`src/verilog/sse_pkg.sv`:
```
// Constants for the subtract and swap execution block.
// Assumes a 32-bit Avalon-MM register bus with byte addresses.
package sse_pkg;

  // Register byte offsets
  localparam logic [5:0] OFS_OPCODE = 6'h00;
  localparam logic [5:0] OFS_EXT_HI = 6'h04;
  localparam logic [5:0] OFS_EXT_LO = 6'h08;
  localparam logic [5:0] OFS_DEST = 6'h0C;
  localparam logic [5:0] OFS_SRC = 6'h10;
  localparam logic [5:0] OFS_CCR = 6'h14;
  localparam logic [5:0] OFS_CTRL = 6'h18;
  localparam logic [5:0] OFS_STATUS = 6'h1C;
  localparam logic [5:0] OFS_RESULT = 6'h20;

  // Condition code bit positions
  localparam int CCR_C = 0;
  localparam int CCR_V = 1;
  localparam int CCR_Z = 2;
  localparam int CCR_N = 3;
  localparam int CCR_X = 4;
  localparam logic [4:0] CCR_RESET = 5'h00;

  // Control and status bit positions
  localparam int CTRL_START = 0;
  localparam int ST_BUSY = 0;
  localparam int ST_DONE = 1;
  localparam int ST_ILLEGAL = 2;
  localparam int ST_KIND_LO = 4;
  localparam int ST_SIZE_LO = 6;
  localparam int ST_PREDEC = 8;
  localparam int ST_ADDR_DEST = 9;
  localparam int ST_DREG_LO = 12;
  localparam int ST_SREG_LO = 16;

  // Size field codes
  localparam logic [1:0] SIZE_BYTE = 2'h0;
  localparam logic [1:0] SIZE_WORD = 2'h1;
  localparam logic [1:0] SIZE_LONG = 2'h2;
  localparam logic [1:0] SIZE_RSVD = 2'h3;

  // Effective address mode codes
  localparam logic [2:0] EA_DATA_REG = 3'h0;
  localparam logic [2:0] EA_ADDR_REG = 3'h1;
  localparam logic [2:0] EA_IND_FIRST = 3'h2;
  localparam logic [2:0] EA_IND_LAST = 3'h6;
  localparam logic [2:0] EA_EXT = 3'h7;
  localparam logic [2:0] EA_ABS_SHORT = 3'h0;
  localparam logic [2:0] EA_ABS_LONG = 3'h1;

  // Opcode patterns
  localparam logic [7:0] OPC_IMM_HI = 8'h04;
  localparam logic [3:0] OPC_QUICK_TOP = 4'h5;
  localparam logic [3:0] OPC_EXT_TOP = 4'h9;
  localparam logic [12:0] OPC_SWAP_TOP = 13'h0908;
  localparam logic [1:0] EXT_FIXED = 2'h0;

  // Quick data code that stands for eight
  localparam logic [2:0] QUICK_EIGHT_CODE = 3'h0;
  localparam logic [31:0] QUICK_EIGHT = 32'h0000_0008;

  // Operation kinds reported in status
  typedef enum logic [1:0] {
    KIND_IMM = 2'h0,
    KIND_QUICK = 2'h1,
    KIND_EXT = 2'h2,
    KIND_SWAP = 2'h3
  } sse_kind_t;

  // Sequencer states, one bit changes per step except EXEC back to IDLE
  typedef enum logic [1:0] {
    ST_IDLE = 2'h0,
    ST_DECODE = 2'h1,
    ST_EXEC = 2'h3
  } sse_state_t;

endpackage

```
`src/verilog/sse_sub_core.sv`:
```
// Sized subtractor with borrow, overflow, sign and zero detection.
// Assumes operands are already aligned to bit 0; upper bits are ignored.
`timescale 1ns/1ps
module sse_sub_core (
  input wire logic [31:0] minuend,
  input wire logic [31:0] subtrahend,
  input wire logic extendIn,
  input wire logic [1:0] size,
  output logic [31:0] diff,
  output logic borrow,
  output logic overflow,
  output logic negative,
  output logic zero
);

  logic [31:0] zeroMask;
  logic [4:0] msb;
  logic am;
  logic bm;
  logic dm;

  // Difference includes the extend input as an extra borrow
  assign diff = minuend - subtrahend - {31'h0000_0000, extendIn};

  // Select the sign bit and the active lanes for the size
  always_comb begin
    case (size)
      sse_pkg::SIZE_BYTE: begin
        msb = 5'h07;
        zeroMask = 32'h0000_00FF;
      end
      sse_pkg::SIZE_WORD: begin
        msb = 5'h0F;
        zeroMask = 32'h0000_FFFF;
      end
      default: begin
        msb = 5'h1F;
        zeroMask = 32'hFFFF_FFFF;
      end
    endcase
  end

  assign am = minuend[msb];
  assign bm = subtrahend[msb];
  assign dm = diff[msb];

  // Borrow out of the sign position and signed overflow
  assign borrow = (~am & bm) | (~(am ^ bm) & dm);
  assign overflow = (am ^ bm) & (am ^ dm);
  assign negative = dm;
  assign zero = ((diff & zeroMask) == 32'h0000_0000);

endmodule

```
`src/verilog/sse_subtract_swap_exec.sv`:
```
// Execution unit for subtract immediate, subtract quick, subtract with
// extend and register-half exchange, reached over Avalon-MM.
// Assumes the sequencer loads the opcode, extension words and operands,
// starts the unit, and then performs the writeback it reports.
// Operation
// - Immediate subtract writes destination minus immediate back.
// - Immediate width always equals the selected operation size.
// - Size field 00 byte, 01 word, 10 long.
// - Immediate: byte low of word, whole word, or two words.
// - Immediate subtract destination must be data alterable only.
// - Immediate or quick to non-address sets X N Z V C normally.
// - Quick subtract removes a constant 1 to 8 from destination.
// - Quick data codes 1-7 mean 1-7, code 0 means 8.
// - Quick to address register: word or long only, flags kept.
// - Quick to address register uses all 32 bits.
// - Quick destination: all alterable modes, address direct included.
// - Extend subtract: destination minus source minus extend flag.
// - Mode bit 0 register pair, 1 memory pair with predecrement.
// - Extend subtract clears Z only on nonzero result.
// - Exchange swaps register halves and writes back.
// - Exchange: N msb, Z all zero, V C cleared, X kept.
//
// Design decisions made here: the address map and the Avalon-MM interface to the registers.
`timescale 1ns/1ps
module sse_subtract_swap_exec (
  input wire logic clk,
  input wire logic resetn,
  input wire logic ce,
  input wire logic [5:0] address,
  input wire logic read,
  input wire logic write,
  input wire logic [3:0] byteenable,
  input wire logic [31:0] writedata,
  output logic [31:0] readdata,
  output logic waitrequest,
  output logic busy,
  output logic done
);

  ////////////////////////////////////////////////////////////////////////
  // Declarations

  logic ack_reg;
  logic ack_next;
  logic [31:0] readdata_reg;
  logic [31:0] readdata_next;
  logic [15:0] opcode_reg;
  logic [15:0] opcode_next;
  logic [15:0] extHi_reg;
  logic [15:0] extHi_next;
  logic [15:0] extLo_reg;
  logic [15:0] extLo_next;
  logic [31:0] dest_reg;
  logic [31:0] dest_next;
  logic [31:0] src_reg;
  logic [31:0] src_next;
  logic [4:0] ccr_reg;
  logic [4:0] ccr_next;
  logic [31:0] result_reg;
  logic [31:0] result_next;
  sse_pkg::sse_state_t state_reg;
  sse_pkg::sse_state_t state_next;
  sse_pkg::sse_kind_t kind_reg;
  sse_pkg::sse_kind_t kind_next;
  logic [1:0] size_reg;
  logic [1:0] size_next;
  logic illegal_reg;
  logic illegal_next;
  logic done_reg;
  logic done_next;
  logic predec_reg;
  logic predec_next;
  logic addrDest_reg;
  logic addrDest_next;

  logic [31:0] beMask;
  logic wrTake;
  logic [31:0] wrMerged;
  logic [2:0] eaMode;
  logic [2:0] eaReg;
  logic sizeOk;
  logic eaIndirect;
  logic eaAbsolute;
  logic isImm;
  logic isQuick;
  logic isExt;
  logic isSwap;
  logic [31:0] immValue;
  logic [31:0] quickValue;
  logic [31:0] subA;
  logic [31:0] subB;
  logic subtract_with_extend_op;
  logic [1:0] subSize;
  logic [31:0] diff;
  logic borrow;
  logic overflow;
  logic negative;
  logic zero;
  logic [31:0] swapped;
  logic [31:0] status;

  ////////////////////////////////////////////////////////////////////////
  // Bus slave

  // Expand byte enables to a bit mask
  genvar gi;
  generate
    for (gi = 0; gi < 4; gi++) begin : gBe
      assign beMask[gi*8 +: 8] = {8{byteenable[gi]}};
    end
  endgenerate

  // One wait state; write and read data complete on the ack cycle
  assign waitrequest = (read | write) & ~ack_reg;
  assign wrTake = write & ack_reg & ce;
  assign readdata = readdata_reg;
  assign busy = (state_reg != sse_pkg::ST_IDLE);
  assign done = done_reg;

  // Status word built from the execution state
  always_comb begin
    status = 32'h0000_0000;
    status[sse_pkg::ST_BUSY] = busy;
    status[sse_pkg::ST_DONE] = done_reg;
    status[sse_pkg::ST_ILLEGAL] = illegal_reg;
    status[sse_pkg::ST_KIND_LO +: 2] = kind_reg;
    status[sse_pkg::ST_SIZE_LO +: 2] = size_reg;
    status[sse_pkg::ST_PREDEC] = predec_reg;
    status[sse_pkg::ST_ADDR_DEST] = addrDest_reg;
    status[sse_pkg::ST_DREG_LO +: 3] = opcode_reg[11:9];
    status[sse_pkg::ST_SREG_LO +: 3] = opcode_reg[2:0];
  end

  // Handshake and read data, captured on the first request cycle
  always_comb begin
    ack_next = (read | write) & ~ack_reg;
    readdata_next = readdata_reg;
    if (read & ~ack_reg) begin
      case (address)
        sse_pkg::OFS_OPCODE: readdata_next = {16'h0000, opcode_reg};
        sse_pkg::OFS_EXT_HI: readdata_next = {16'h0000, extHi_reg};
        sse_pkg::OFS_EXT_LO: readdata_next = {16'h0000, extLo_reg};
        sse_pkg::OFS_DEST: readdata_next = dest_reg;
        sse_pkg::OFS_SRC: readdata_next = src_reg;
        sse_pkg::OFS_CCR: readdata_next = {27'h0000000, ccr_reg};
        sse_pkg::OFS_STATUS: readdata_next = status;
        sse_pkg::OFS_RESULT: readdata_next = result_reg;
        default: readdata_next = 32'h0000_0000;
      endcase
    end
  end

  always_ff @(posedge clk or negedge resetn) begin
    if (!resetn) begin
      ack_reg <= 1'b0;
      readdata_reg <= 32'h0000_0000;
    end else if (ce) begin
      ack_reg <= ack_next;
      readdata_reg <= readdata_next;
    end
  end

  ////////////////////////////////////////////////////////////////////////
  // Operand registers written by the sequencer

  assign wrMerged = writedata & beMask;

  // Operands are frozen while an operation runs
  always_comb begin
    opcode_next = opcode_reg;
    extHi_next = extHi_reg;
    extLo_next = extLo_reg;
    dest_next = dest_reg;
    src_next = src_reg;
    if (wrTake && !busy) begin
      case (address)
        sse_pkg::OFS_OPCODE:
          opcode_next = (opcode_reg & ~beMask[15:0]) | wrMerged[15:0];
        sse_pkg::OFS_EXT_HI:
          extHi_next = (extHi_reg & ~beMask[15:0]) | wrMerged[15:0];
        sse_pkg::OFS_EXT_LO:
          extLo_next = (extLo_reg & ~beMask[15:0]) | wrMerged[15:0];
        sse_pkg::OFS_DEST: dest_next = (dest_reg & ~beMask) | wrMerged;
        sse_pkg::OFS_SRC: src_next = (src_reg & ~beMask) | wrMerged;
        default: ;
      endcase
    end
  end

  always_ff @(posedge clk or negedge resetn) begin
    if (!resetn) begin
      opcode_reg <= 16'h0000;
      extHi_reg <= 16'h0000;
      extLo_reg <= 16'h0000;
      dest_reg <= 32'h0000_0000;
      src_reg <= 32'h0000_0000;
    end else if (ce) begin
      opcode_reg <= opcode_next;
      extHi_reg <= extHi_next;
      extLo_reg <= extLo_next;
      dest_reg <= dest_next;
      src_reg <= src_next;
    end
  end

  ////////////////////////////////////////////////////////////////////////
  // Decode

  assign eaMode = opcode_reg[5:3];
  assign eaReg = opcode_reg[2:0];
  assign sizeOk = (opcode_reg[7:6] != sse_pkg::SIZE_RSVD);
  assign eaIndirect = (eaMode >= sse_pkg::EA_IND_FIRST) &&
                      (eaMode <= sse_pkg::EA_IND_LAST);
  assign eaAbsolute = (eaMode == sse_pkg::EA_EXT) &&
                      ((eaReg == sse_pkg::EA_ABS_SHORT) ||
                       (eaReg == sse_pkg::EA_ABS_LONG));

  // Data alterable destinations only
  assign isImm = (opcode_reg[15:8] == sse_pkg::OPC_IMM_HI) && sizeOk &&
                  ((eaMode == sse_pkg::EA_DATA_REG) || eaIndirect ||
                   eaAbsolute);

  // All alterable destinations, address direct at word or long
  assign isQuick = (opcode_reg[15:12] == sse_pkg::OPC_QUICK_TOP) &&
                  opcode_reg[8] && sizeOk &&
                  ((eaMode == sse_pkg::EA_DATA_REG) || eaIndirect ||
                   eaAbsolute ||
                   ((eaMode == sse_pkg::EA_ADDR_REG) &&
                    (opcode_reg[7:6] != sse_pkg::SIZE_BYTE)));

  assign isExt = (opcode_reg[15:12] == sse_pkg::OPC_EXT_TOP) &&
                  opcode_reg[8] && sizeOk &&
                  (opcode_reg[5:4] == sse_pkg::EXT_FIXED);
  assign isSwap = (opcode_reg[15:3] == sse_pkg::OPC_SWAP_TOP);

  // Immediate sized to the operation
  always_comb begin
    case (opcode_reg[7:6])
      sse_pkg::SIZE_BYTE: immValue = {24'h000000, extHi_reg[7:0]};
      sse_pkg::SIZE_WORD: immValue = {16'h0000, extHi_reg};
      default: immValue = {extHi_reg, extLo_reg};
    endcase
  end

  // Quick data, code zero meaning eight
  assign quickValue = (opcode_reg[11:9] == sse_pkg::QUICK_EIGHT_CODE) ?
                      sse_pkg::QUICK_EIGHT :
                      {29'h00000000, opcode_reg[11:9]};

  ////////////////////////////////////////////////////////////////////////
  // Datapath

  // Operand select for the shared subtractor
  always_comb begin
    subA = dest_reg;
    subB = 32'h0000_0000;
    subtract_with_extend_op = 1'b0;
    subSize = size_reg;
    case (kind_reg)
      sse_pkg::KIND_IMM: subB = immValue;
      sse_pkg::KIND_QUICK: begin
        subB = quickValue;
        if (addrDest_reg) begin
          subSize = sse_pkg::SIZE_LONG;
        end
      end
      sse_pkg::KIND_EXT: begin
        subB = src_reg;
        subtract_with_extend_op = ccr_reg[sse_pkg::CCR_X];
      end
      default: subB = 32'h0000_0000;
    endcase
  end

  sse_sub_core uSub (
    .minuend(subA),
    .subtrahend(subB),
    .extendIn(subtract_with_extend_op),
    .size(subSize),
    .diff(diff),
    .borrow(borrow),
    .overflow(overflow),
    .negative(negative),
    .zero(zero)
  );

  assign swapped = {dest_reg[15:0], dest_reg[31:16]};

  ////////////////////////////////////////////////////////////////////////
  // Sequencer, result and condition codes

  always_comb begin
    state_next = state_reg;
    kind_next = kind_reg;
    size_next = size_reg;
    illegal_next = illegal_reg;
    predec_next = predec_reg;
    addrDest_next = addrDest_reg;
    result_next = result_reg;
    ccr_next = ccr_reg;
    done_next = done_reg;
    // Software write to the condition codes, e.g. presetting Z
    if (wrTake && !busy && (address == sse_pkg::OFS_CCR) &&
        byteenable[0]) begin
      ccr_next = writedata[4:0];
    end
    // Software clears done by writing one; completion wins
    if (wrTake && (address == sse_pkg::OFS_STATUS) && byteenable[0] &&
        writedata[sse_pkg::ST_DONE]) begin
      done_next = 1'b0;
    end
    case (state_reg)
      sse_pkg::ST_IDLE: begin
        if (wrTake && (address == sse_pkg::OFS_CTRL) && byteenable[0] &&
            writedata[sse_pkg::CTRL_START]) begin
          state_next = sse_pkg::ST_DECODE;
          done_next = 1'b0;
        end
      end
      sse_pkg::ST_DECODE: begin
        size_next = opcode_reg[7:6];
        predec_next = 1'b0;
        addrDest_next = 1'b0;
        illegal_next = 1'b0;
        if (isImm) begin
          kind_next = sse_pkg::KIND_IMM;
        end else if (isQuick) begin
          kind_next = sse_pkg::KIND_QUICK;
          addrDest_next = (eaMode == sse_pkg::EA_ADDR_REG);
        end else if (isExt) begin
          kind_next = sse_pkg::KIND_EXT;
          predec_next = opcode_reg[3];
        end else if (isSwap) begin
          kind_next = sse_pkg::KIND_SWAP;
          size_next = sse_pkg::SIZE_WORD;
        end else begin
          illegal_next = 1'b1;
        end
        state_next = sse_pkg::ST_EXEC;
      end
      sse_pkg::ST_EXEC: begin
        state_next = sse_pkg::ST_IDLE;
        done_next = 1'b1;
        if (illegal_reg) begin
          result_next = dest_reg;
        end else if (kind_reg == sse_pkg::KIND_SWAP) begin
          result_next = swapped;
          ccr_next[sse_pkg::CCR_N] = swapped[31];
          ccr_next[sse_pkg::CCR_Z] = (swapped == 32'h0000_0000);
          ccr_next[sse_pkg::CCR_V] = 1'b0;
          ccr_next[sse_pkg::CCR_C] = 1'b0;
        end else begin
          // Merge the sized difference into the untouched upper bits
          case (subSize)
            sse_pkg::SIZE_BYTE: result_next = {dest_reg[31:8], diff[7:0]};
            sse_pkg::SIZE_WORD: result_next = {dest_reg[31:16], diff[15:0]};
            default: result_next = diff;
          endcase
          if (kind_reg == sse_pkg::KIND_EXT) begin
            ccr_next[sse_pkg::CCR_X] = borrow;
            ccr_next[sse_pkg::CCR_C] = borrow;
            ccr_next[sse_pkg::CCR_N] = negative;
            ccr_next[sse_pkg::CCR_V] = overflow;
            if (!zero) begin
              ccr_next[sse_pkg::CCR_Z] = 1'b0;
            end
          end else if (!addrDest_reg) begin
            ccr_next[sse_pkg::CCR_X] = borrow;
            ccr_next[sse_pkg::CCR_C] = borrow;
            ccr_next[sse_pkg::CCR_N] = negative;
            ccr_next[sse_pkg::CCR_Z] = zero;
            ccr_next[sse_pkg::CCR_V] = overflow;
          end
        end
      end
      default: state_next = sse_pkg::ST_IDLE;
    endcase
  end

  always_ff @(posedge clk or negedge resetn) begin
    if (!resetn) begin
      state_reg <= sse_pkg::ST_IDLE;
      kind_reg <= sse_pkg::KIND_IMM;
      size_reg <= sse_pkg::SIZE_BYTE;
      illegal_reg <= 1'b0;
      predec_reg <= 1'b0;
      addrDest_reg <= 1'b0;
      result_reg <= 32'h0000_0000;
      ccr_reg <= sse_pkg::CCR_RESET;
      done_reg <= 1'b0;
    end else if (ce) begin
      state_reg <= state_next;
      kind_reg <= kind_next;
      size_reg <= size_next;
      illegal_reg <= illegal_next;
      predec_reg <= predec_next;
      addrDest_reg <= addrDest_next;
      result_reg <= result_next;
      ccr_reg <= ccr_next;
      done_reg <= done_next;
    end
  end

endmodule
```
`config.mk`:
```
export PLATFORM = sky130hd
export DESIGN_NAME = sse_subtract_swap_exec
export DESIGN_NICKNAME = d
export VERILOG_FILES = /design/src/verilog/sse_pkg.sv /design/src/verilog/sse_sub_core.sv /design/src/verilog/sse_subtract_swap_exec.sv
export SDC_FILE = /design/constraint.sdc
export NUM_CORES = 1
export LEC_CHECK = 0
export BUFFER_PORTS_ARGS = -buffer_cell sky130_fd_sc_hd__buf_2
export CAP_MARGIN = 40
export CORE_MARGIN = 4
export CORE_UTILIZATION = 50
export DETAILED_ROUTE_END_ITERATION = 12
export HOLD_SLACK_MARGIN = 0.08
export PLACE_DENSITY = 0.72
export SYNTH_ARGS = -nofsm -noshare
export SYNTH_HDL_FRONTEND = slang
export SYNTH_SLANG_ARGS = --single-unit
```
`constraint.sdc`:
```
create_clock -name clk -period 4.9 [get_ports clk]
set_input_delay 0.98 -clock clk [delete_from_list [all_inputs] [get_ports clk]]
set_output_delay 0.98 -clock clk [all_outputs]
set_load 0.03 [all_outputs]
```
# Word-level counts from Yosys, hierarchy flattened
# Cells that the tools add are included.
word_totals:
  reg_bits: 192
  latch_bits: 0
  ram_bits: 0
  rom_bits: 0
  in_bits: 47
  output_inout_bits: 35
  memories: 0
op_classes:
  add_sub_neg: 2
  multipliers: 0
  div_mod_pow: 0
  magnitude_cmp: 3
  eq_ne: 24
  shifts: 0
  n_mux: 48
  n_bitwise: 28
  reduce_logical: 49
ops:
  columns: ["operator", "n"]
  rows:
  - ["32-bit one-hot mux with 8 select lines", 1]
  - ["32-bit one-hot mux with 2 select lines", 3]
  - ["32-bit AND", 4]
  - ["32-bit one-hot mux with 3 select lines", 1]
  - ["32-bit zero test", 2]
  - ["32-bit 2-to-1 mux", 2]
  - ["32-bit OR", 2]
  - ["16-bit AND", 3]
  - ["16-bit OR", 3]
  - ["32-bit NOT", 1]
  - ["32-bit by 1-bit subtractor with 32-bit output", 1]
  - ["32-bit subtractor", 1]
  - ["5-bit 2-to-1 mux", 5]
  - ["6-bit by 5-bit equality test with 1-bit output (second input constant)", 4]
  - ["2-bit 2-to-1 mux", 11]
  - ["1-bit logical AND", 20]
  - ["3-bit AND reduction", 6]
  - ["1-bit 2-to-1 mux", 17]
  - ["16-bit NOT", 1]
  - ["1-bit binary-select mux with 5-bit select", 3]
  - ["13-bit by 12-bit equality test with 1-bit output (second input constant)", 1]
  - ["6-bit by 4-bit equality test with 1-bit output (second input constant)", 2]
  - ["2-bit zero test", 5]
  - ["5-bit one-hot mux with 2 select lines", 1]
  - ["other kinds (27)", 54]

# Longest topological paths before layout
depth:
  ltp_word: 15
  depth_mapped: 19
  ltp_nobuf: 18

# Modules after synthesis
# From an unflattened synthesis, not the netlist that was laid out.
hier_totals:
  cells_unflattened: 1421
  area_unflattened_um2: 13058.8
by_module_without_submodules:
  columns: ["mod", "instances", "cells_each", "area_each_um2", "seq_area_each_um2"]
  rows:
  - ["sse_subtract_swap_exec", 1, 971, 10023.4, 4804.6]
  - ["sse_sub_core", 1, 450, 3035.4, 0.0]

# Worst setup path after synthesis
# OpenSTA, ideal clock, no wires.
synth_timing:
  path_kind: "register -> register"
  start: "reg kind_reg[1]"
  end: "reg ccr_reg[2]"
  arrival_time_ns: 4.230
  t_required_ns: 4.797
  path_slack_ns: 0.567
  stages_incl_launch_ff: 19
  n_path_buf: 3
  cell_sequence: "dfrtp_1 -> clkbuf_1 -> clkbuf_1 -> buf_1 -> o21ai_0 -> fa_1 -> inv_1 -> ha_1 -> nor2_1 -> fa_1 -> nand3b_1 -> a221oi_4 -> or3_1 -> a21oi_1 -> o21ai_1 -> xnor2_1 -> a2111oi_0 -> a31oi_1 -> o41ai_2"
synth_between:
  elab_chain_cells: 11
synth_lines:
  columns: ["element", "line_no", "rtl"]
  rows:
  - ["start: declaration", "sse_subtract_swap_exec.sv:63", "sse_pkg::sse_kind_t kind_reg;"]
  - ["start signal: assignment", "sse_subtract_swap_exec.sv:383", "kind_reg <= sse_pkg::KIND_IMM;"]
  - ["start signal: assignment", "sse_subtract_swap_exec.sv:393", "kind_reg <= kind_next;"]
  - ["2-bit equality test, or another cell as far along", "sse_subtract_swap_exec.sv:259, sse_subtract_swap_exec.sv:359", null]
  - ["32-bit one-hot mux with 3 select lines / 2-bit 2-to-1 mux (equally long branches)", "sse_subtract_swap_exec.sv:259", "case (kind_reg)"]
  - ["32-bit subtractor, or another cell as far along", "sse_sub_core.sv:23", "assign diff = minuend - subtrahend - {31'h0000_0000, extendIn};"]
  - ["32-bit by 1-bit subtractor with 32-bit output / 32-bit one-hot mux with 2 select lines (equally long branches)", "sse_sub_core.sv:23, sse_sub_core.sv:27", null]
  - ["32-bit AND", "sse_sub_core.sv:51", "assign zero = ((diff & zeroMask) == 32'h0000_0000);"]
  - ["32-bit zero test", "sse_sub_core.sv:51", null]
  - ["5-bit 2-to-1 mux / 1-bit 2-to-1 mux (equally long branches)", "sse_subtract_swap_exec.sv:367, sse_subtract_swap_exec.sv:364", null]
  - ["5-bit 2-to-1 mux", "sse_subtract_swap_exec.sv:359", "if (kind_reg == sse_pkg::KIND_EXT) begin"]
  - ["4-bit 2-to-1 mux *", "sse_subtract_swap_exec.sv:346", "end else if (kind_reg == sse_pkg::KIND_SWAP) begin"]
  - ["5-bit 2-to-1 mux *", "sse_subtract_swap_exec.sv:344", "if (illegal_reg) begin"]
  - ["5-bit 2-to-1 mux *", "sse_subtract_swap_exec.sv:312", "case (state_reg)"]
  - ["end signal: assignment", "sse_subtract_swap_exec.sv:389", "ccr_reg <= sse_pkg::CCR_RESET;"]
  - ["end signal: assignment", "sse_subtract_swap_exec.sv:399", "ccr_reg <= ccr_next;"]
  - ["end: declaration", "sse_subtract_swap_exec.sv:57", "logic [4:0] ccr_reg;"]
# Every way passes the cells marked *; elsewhere a longest branch is shown, timed or not.
# A chain may end at the register's enable or synchronous reset.

==> impl_metrics.ini <==
[status]
outcome = finished, final reports clean

[clock_tree]
ctsResizeCount = 0
cts_hold_buffers = 0
htreeDepth = 4
ctsRootBufferMaster = clkbuf_16
postCtsSetupBuffers = 0
clock_sink_count = 192
cts_max_path_buffers = 2
clk_latency_ns = 0.44
cts_buffers = 17
cts_tree = done
cts.clk_slew.worst_paths_ns = 0.08

[critical_path]
required_ns = 5.25
crit_fanout = 25
setup.worst_path.end_class = flop
timing_worst_setup_path_type = reg -> reg
reg2reg_depth = 17
arrival_ns = 4.87
startpoint_type = flop

[grt]
overflow = 0
grt_antenna_before_repair = 0
grtUsageMet3_pct = 6.24
met2_usage_pct = 48.0
top_usage_layer = met2
grt_use_total_pct = 31.2
grt_max_degree = 103
gr-usage-met1_pct = 44.8
grt_pass1_vias = 11000
grt_pass1_wl_um = 67500

[timing]
holdWs_ns = 0.474
finalSetupViolations = 0
slew_headroom_pct = 40.2
rsz0062_at_grt = no
fmax_mhz = 221
finalWorstSetupSlack_ns = 0.376
tightest_slew_ns = 0.897
skew_ns = 0.0183
fin_setup_tns_ns = 0
hold_viol = 0
final.min_clock_period_ns = 4.52
drv_slew = 0
finalCritPeriodShare_pct = 92.3

[layout]
fin_nets = 1531
design_area_um2 = 13900
areaGrowthSynthToFinish_pct = 11.3
fillers = 2204
drive_gt1_share_pct = 19.3
n_antenna_cell = 0

[place]
dp_slack_ns = 0.506
port_buffers = 81
placed_area_um2 = 13300
hpwlAfterDp_um = 33400
gp_congestion = 0.980

[yosys]
syn_area_per_cell_um2 = 9.17
yosys_warnings = 0
ys_seq_elements = 192
synth_cell_types = 81
async_flop_share_pct = 100
synth_edf_count = 0
synth_area_um2 = 12500
synth_ff_type = dfrtp_1
netlist_instances = 1360
yosysSeqAreaShare_pct = 38.5
syn-num-nets = 1473

[min_path]
holdCritStartpoint = readdata[3]$_DFFE_PN0P_
hold_path.class = reg -> reg
hold_depth = 1

[power]
p_leak_nw = 6.80
p_per_area_nw_per_um2 = 309
ir_drop_mv = 0.199

[die]
fp-row-count = 57
die-height_um = 166
start_util_pct = 51.0
coreArea_um2 = 24500
io_pins = 82
die_area_um2 = 27500
fp.dieW_um = 166

[detailed_routing]
dr.pass1.iters = 10
wl_per_cell_um = 25.0
wirelength_um = 43900
route.vias.total = 11500
ant_nets = 0
vias_per_cell = 6.53
drtIter0Drc = 1525
drc = 0

[run]
maxCapViolCount = 0
-- cells by family after synthesis --
family	count (synthesis)	share of synthesized area, %
fa+ha+maj	66	6.74
compound gates	420	22.8
flops	192	38.5
simple gates	349	12.8
mux	131	11.7
xor+xnor	32	2.25
buf+inv	170	5.18
-- final timing paths --
kind | slack, ns | endpoint
max in group asynchronous | 3.26 | kind_reg[1]$_DFFE_PN0P_
worst max-delay path | 0.38 | ccr_reg[2]$_DFFE_PN0P_
worst min register to register | 0.47 | readdata[3]$_DFFE_PN0P_
worst min-delay path | 0.47 | readdata[3]$_DFFE_PN0P_
worst max register to register | 0.38 | ccr_reg[2]$_DFFE_PN0P_
min in group asynchronous | 0.61 | readdata[25]$_DFFE_PN0P_
-- synth_stat cells, drive strengths merged, types with 13 or more instances --
library cell	n	area (um^2)
nand2	143	537
xnor2	16	140
dfrtp	192	4800
clkbuf	61	229
o22ai	16	100
mux2	116	1310
a22o	22	193
a22oi	40	300
and3	13	86.3
a21oi	101	513
a222oi	21	210
ha	64	801
nor2	105	397
a31oi	21	131
inv	97	364
a21o	24	180
o21a	13	98.9
o21ai	88	440
mux2i	15	150
xor2	16	140
-- placed cells by master (no fill, tap or decap), types with 11 or more instances in the layout --
cell	instances
inv_1	97
xnor2_1	16
a22o_1	22
xor2_1	16
nand3_1	11
a222oi_1	21
a21o_1	24
dfrtp_1	192
nor2_1	103
mux2i_1	15
clkbuf_16	17
and3_1	12
nand2_1	143
o21a_1	12
buf_4	29
o21ai_0	82
buf_2	80
o22ai_1	16
ha_1	64
a21oi_1	99
mux2_2	111
a22oi_1	40
a31oi_1	21
-- area by class of cell --
| cell class | count | area (um^2) | area share [%] |
|---|---|---|---|
| well taps | 324 | 405 | 2.92 |
| clock buffers | 18 | 439 | 3.16 |
| clock inverters | 14 | 171 | 1.23 |
| repair buffers | 112 | 667 | 4.80 |
| inverters | 97 | 364 | 2.62 |
| multi-input cells | 998 | 7040 | 50.7 |
| flip-flops and latches | 192 | 4800 | 34.6 |
-- worst max-delay path: stages (launching register included) --
cell and delay, ns:
dfrtp_1 0.41, buf_4 0.32, mux2i_1 0.23, nor2_1 0.05, a21oi_1 0.26, nor2_1 0.08, ha_1 0.28, inv_1 0.04
ha_1 0.36, and4_1 0.27, nand2_1 0.10, o32ai_1 0.43, a311oi_2 0.23, o31ai_1 0.35, xor2_1 0.15, a2111oi_2 0.36
a31oi_1 0.16, o41ai_2 0.35
-- per-stage QoR --
stage	instances	power (mW)	utilization, %
after floorplan	1360	2.51	-
after global placement	1722	2.83	54.2
after detailed placement	1723	2.84	54.3
after CTS	1755	4.29	56.8
after global routing	1755	4.48	56.8
final	1755	4.30	56.8
-- where the power goes --
group,internal (mW),switching (mW)
clock,0.747,0.712
combinational,0.424,0.668
sequential,1.67,0.0780
total,2.84,1.46
-- layer usage --
layer / up-vias / share of wire [%]
li1: 5087 / -
met1: 5645 / 43
met2: 636 / 45
met3: 85 / 9.5
met4: 0 / 2.7
met5: - / 0
No activity file was read; power rests on OpenSTA's default activity.
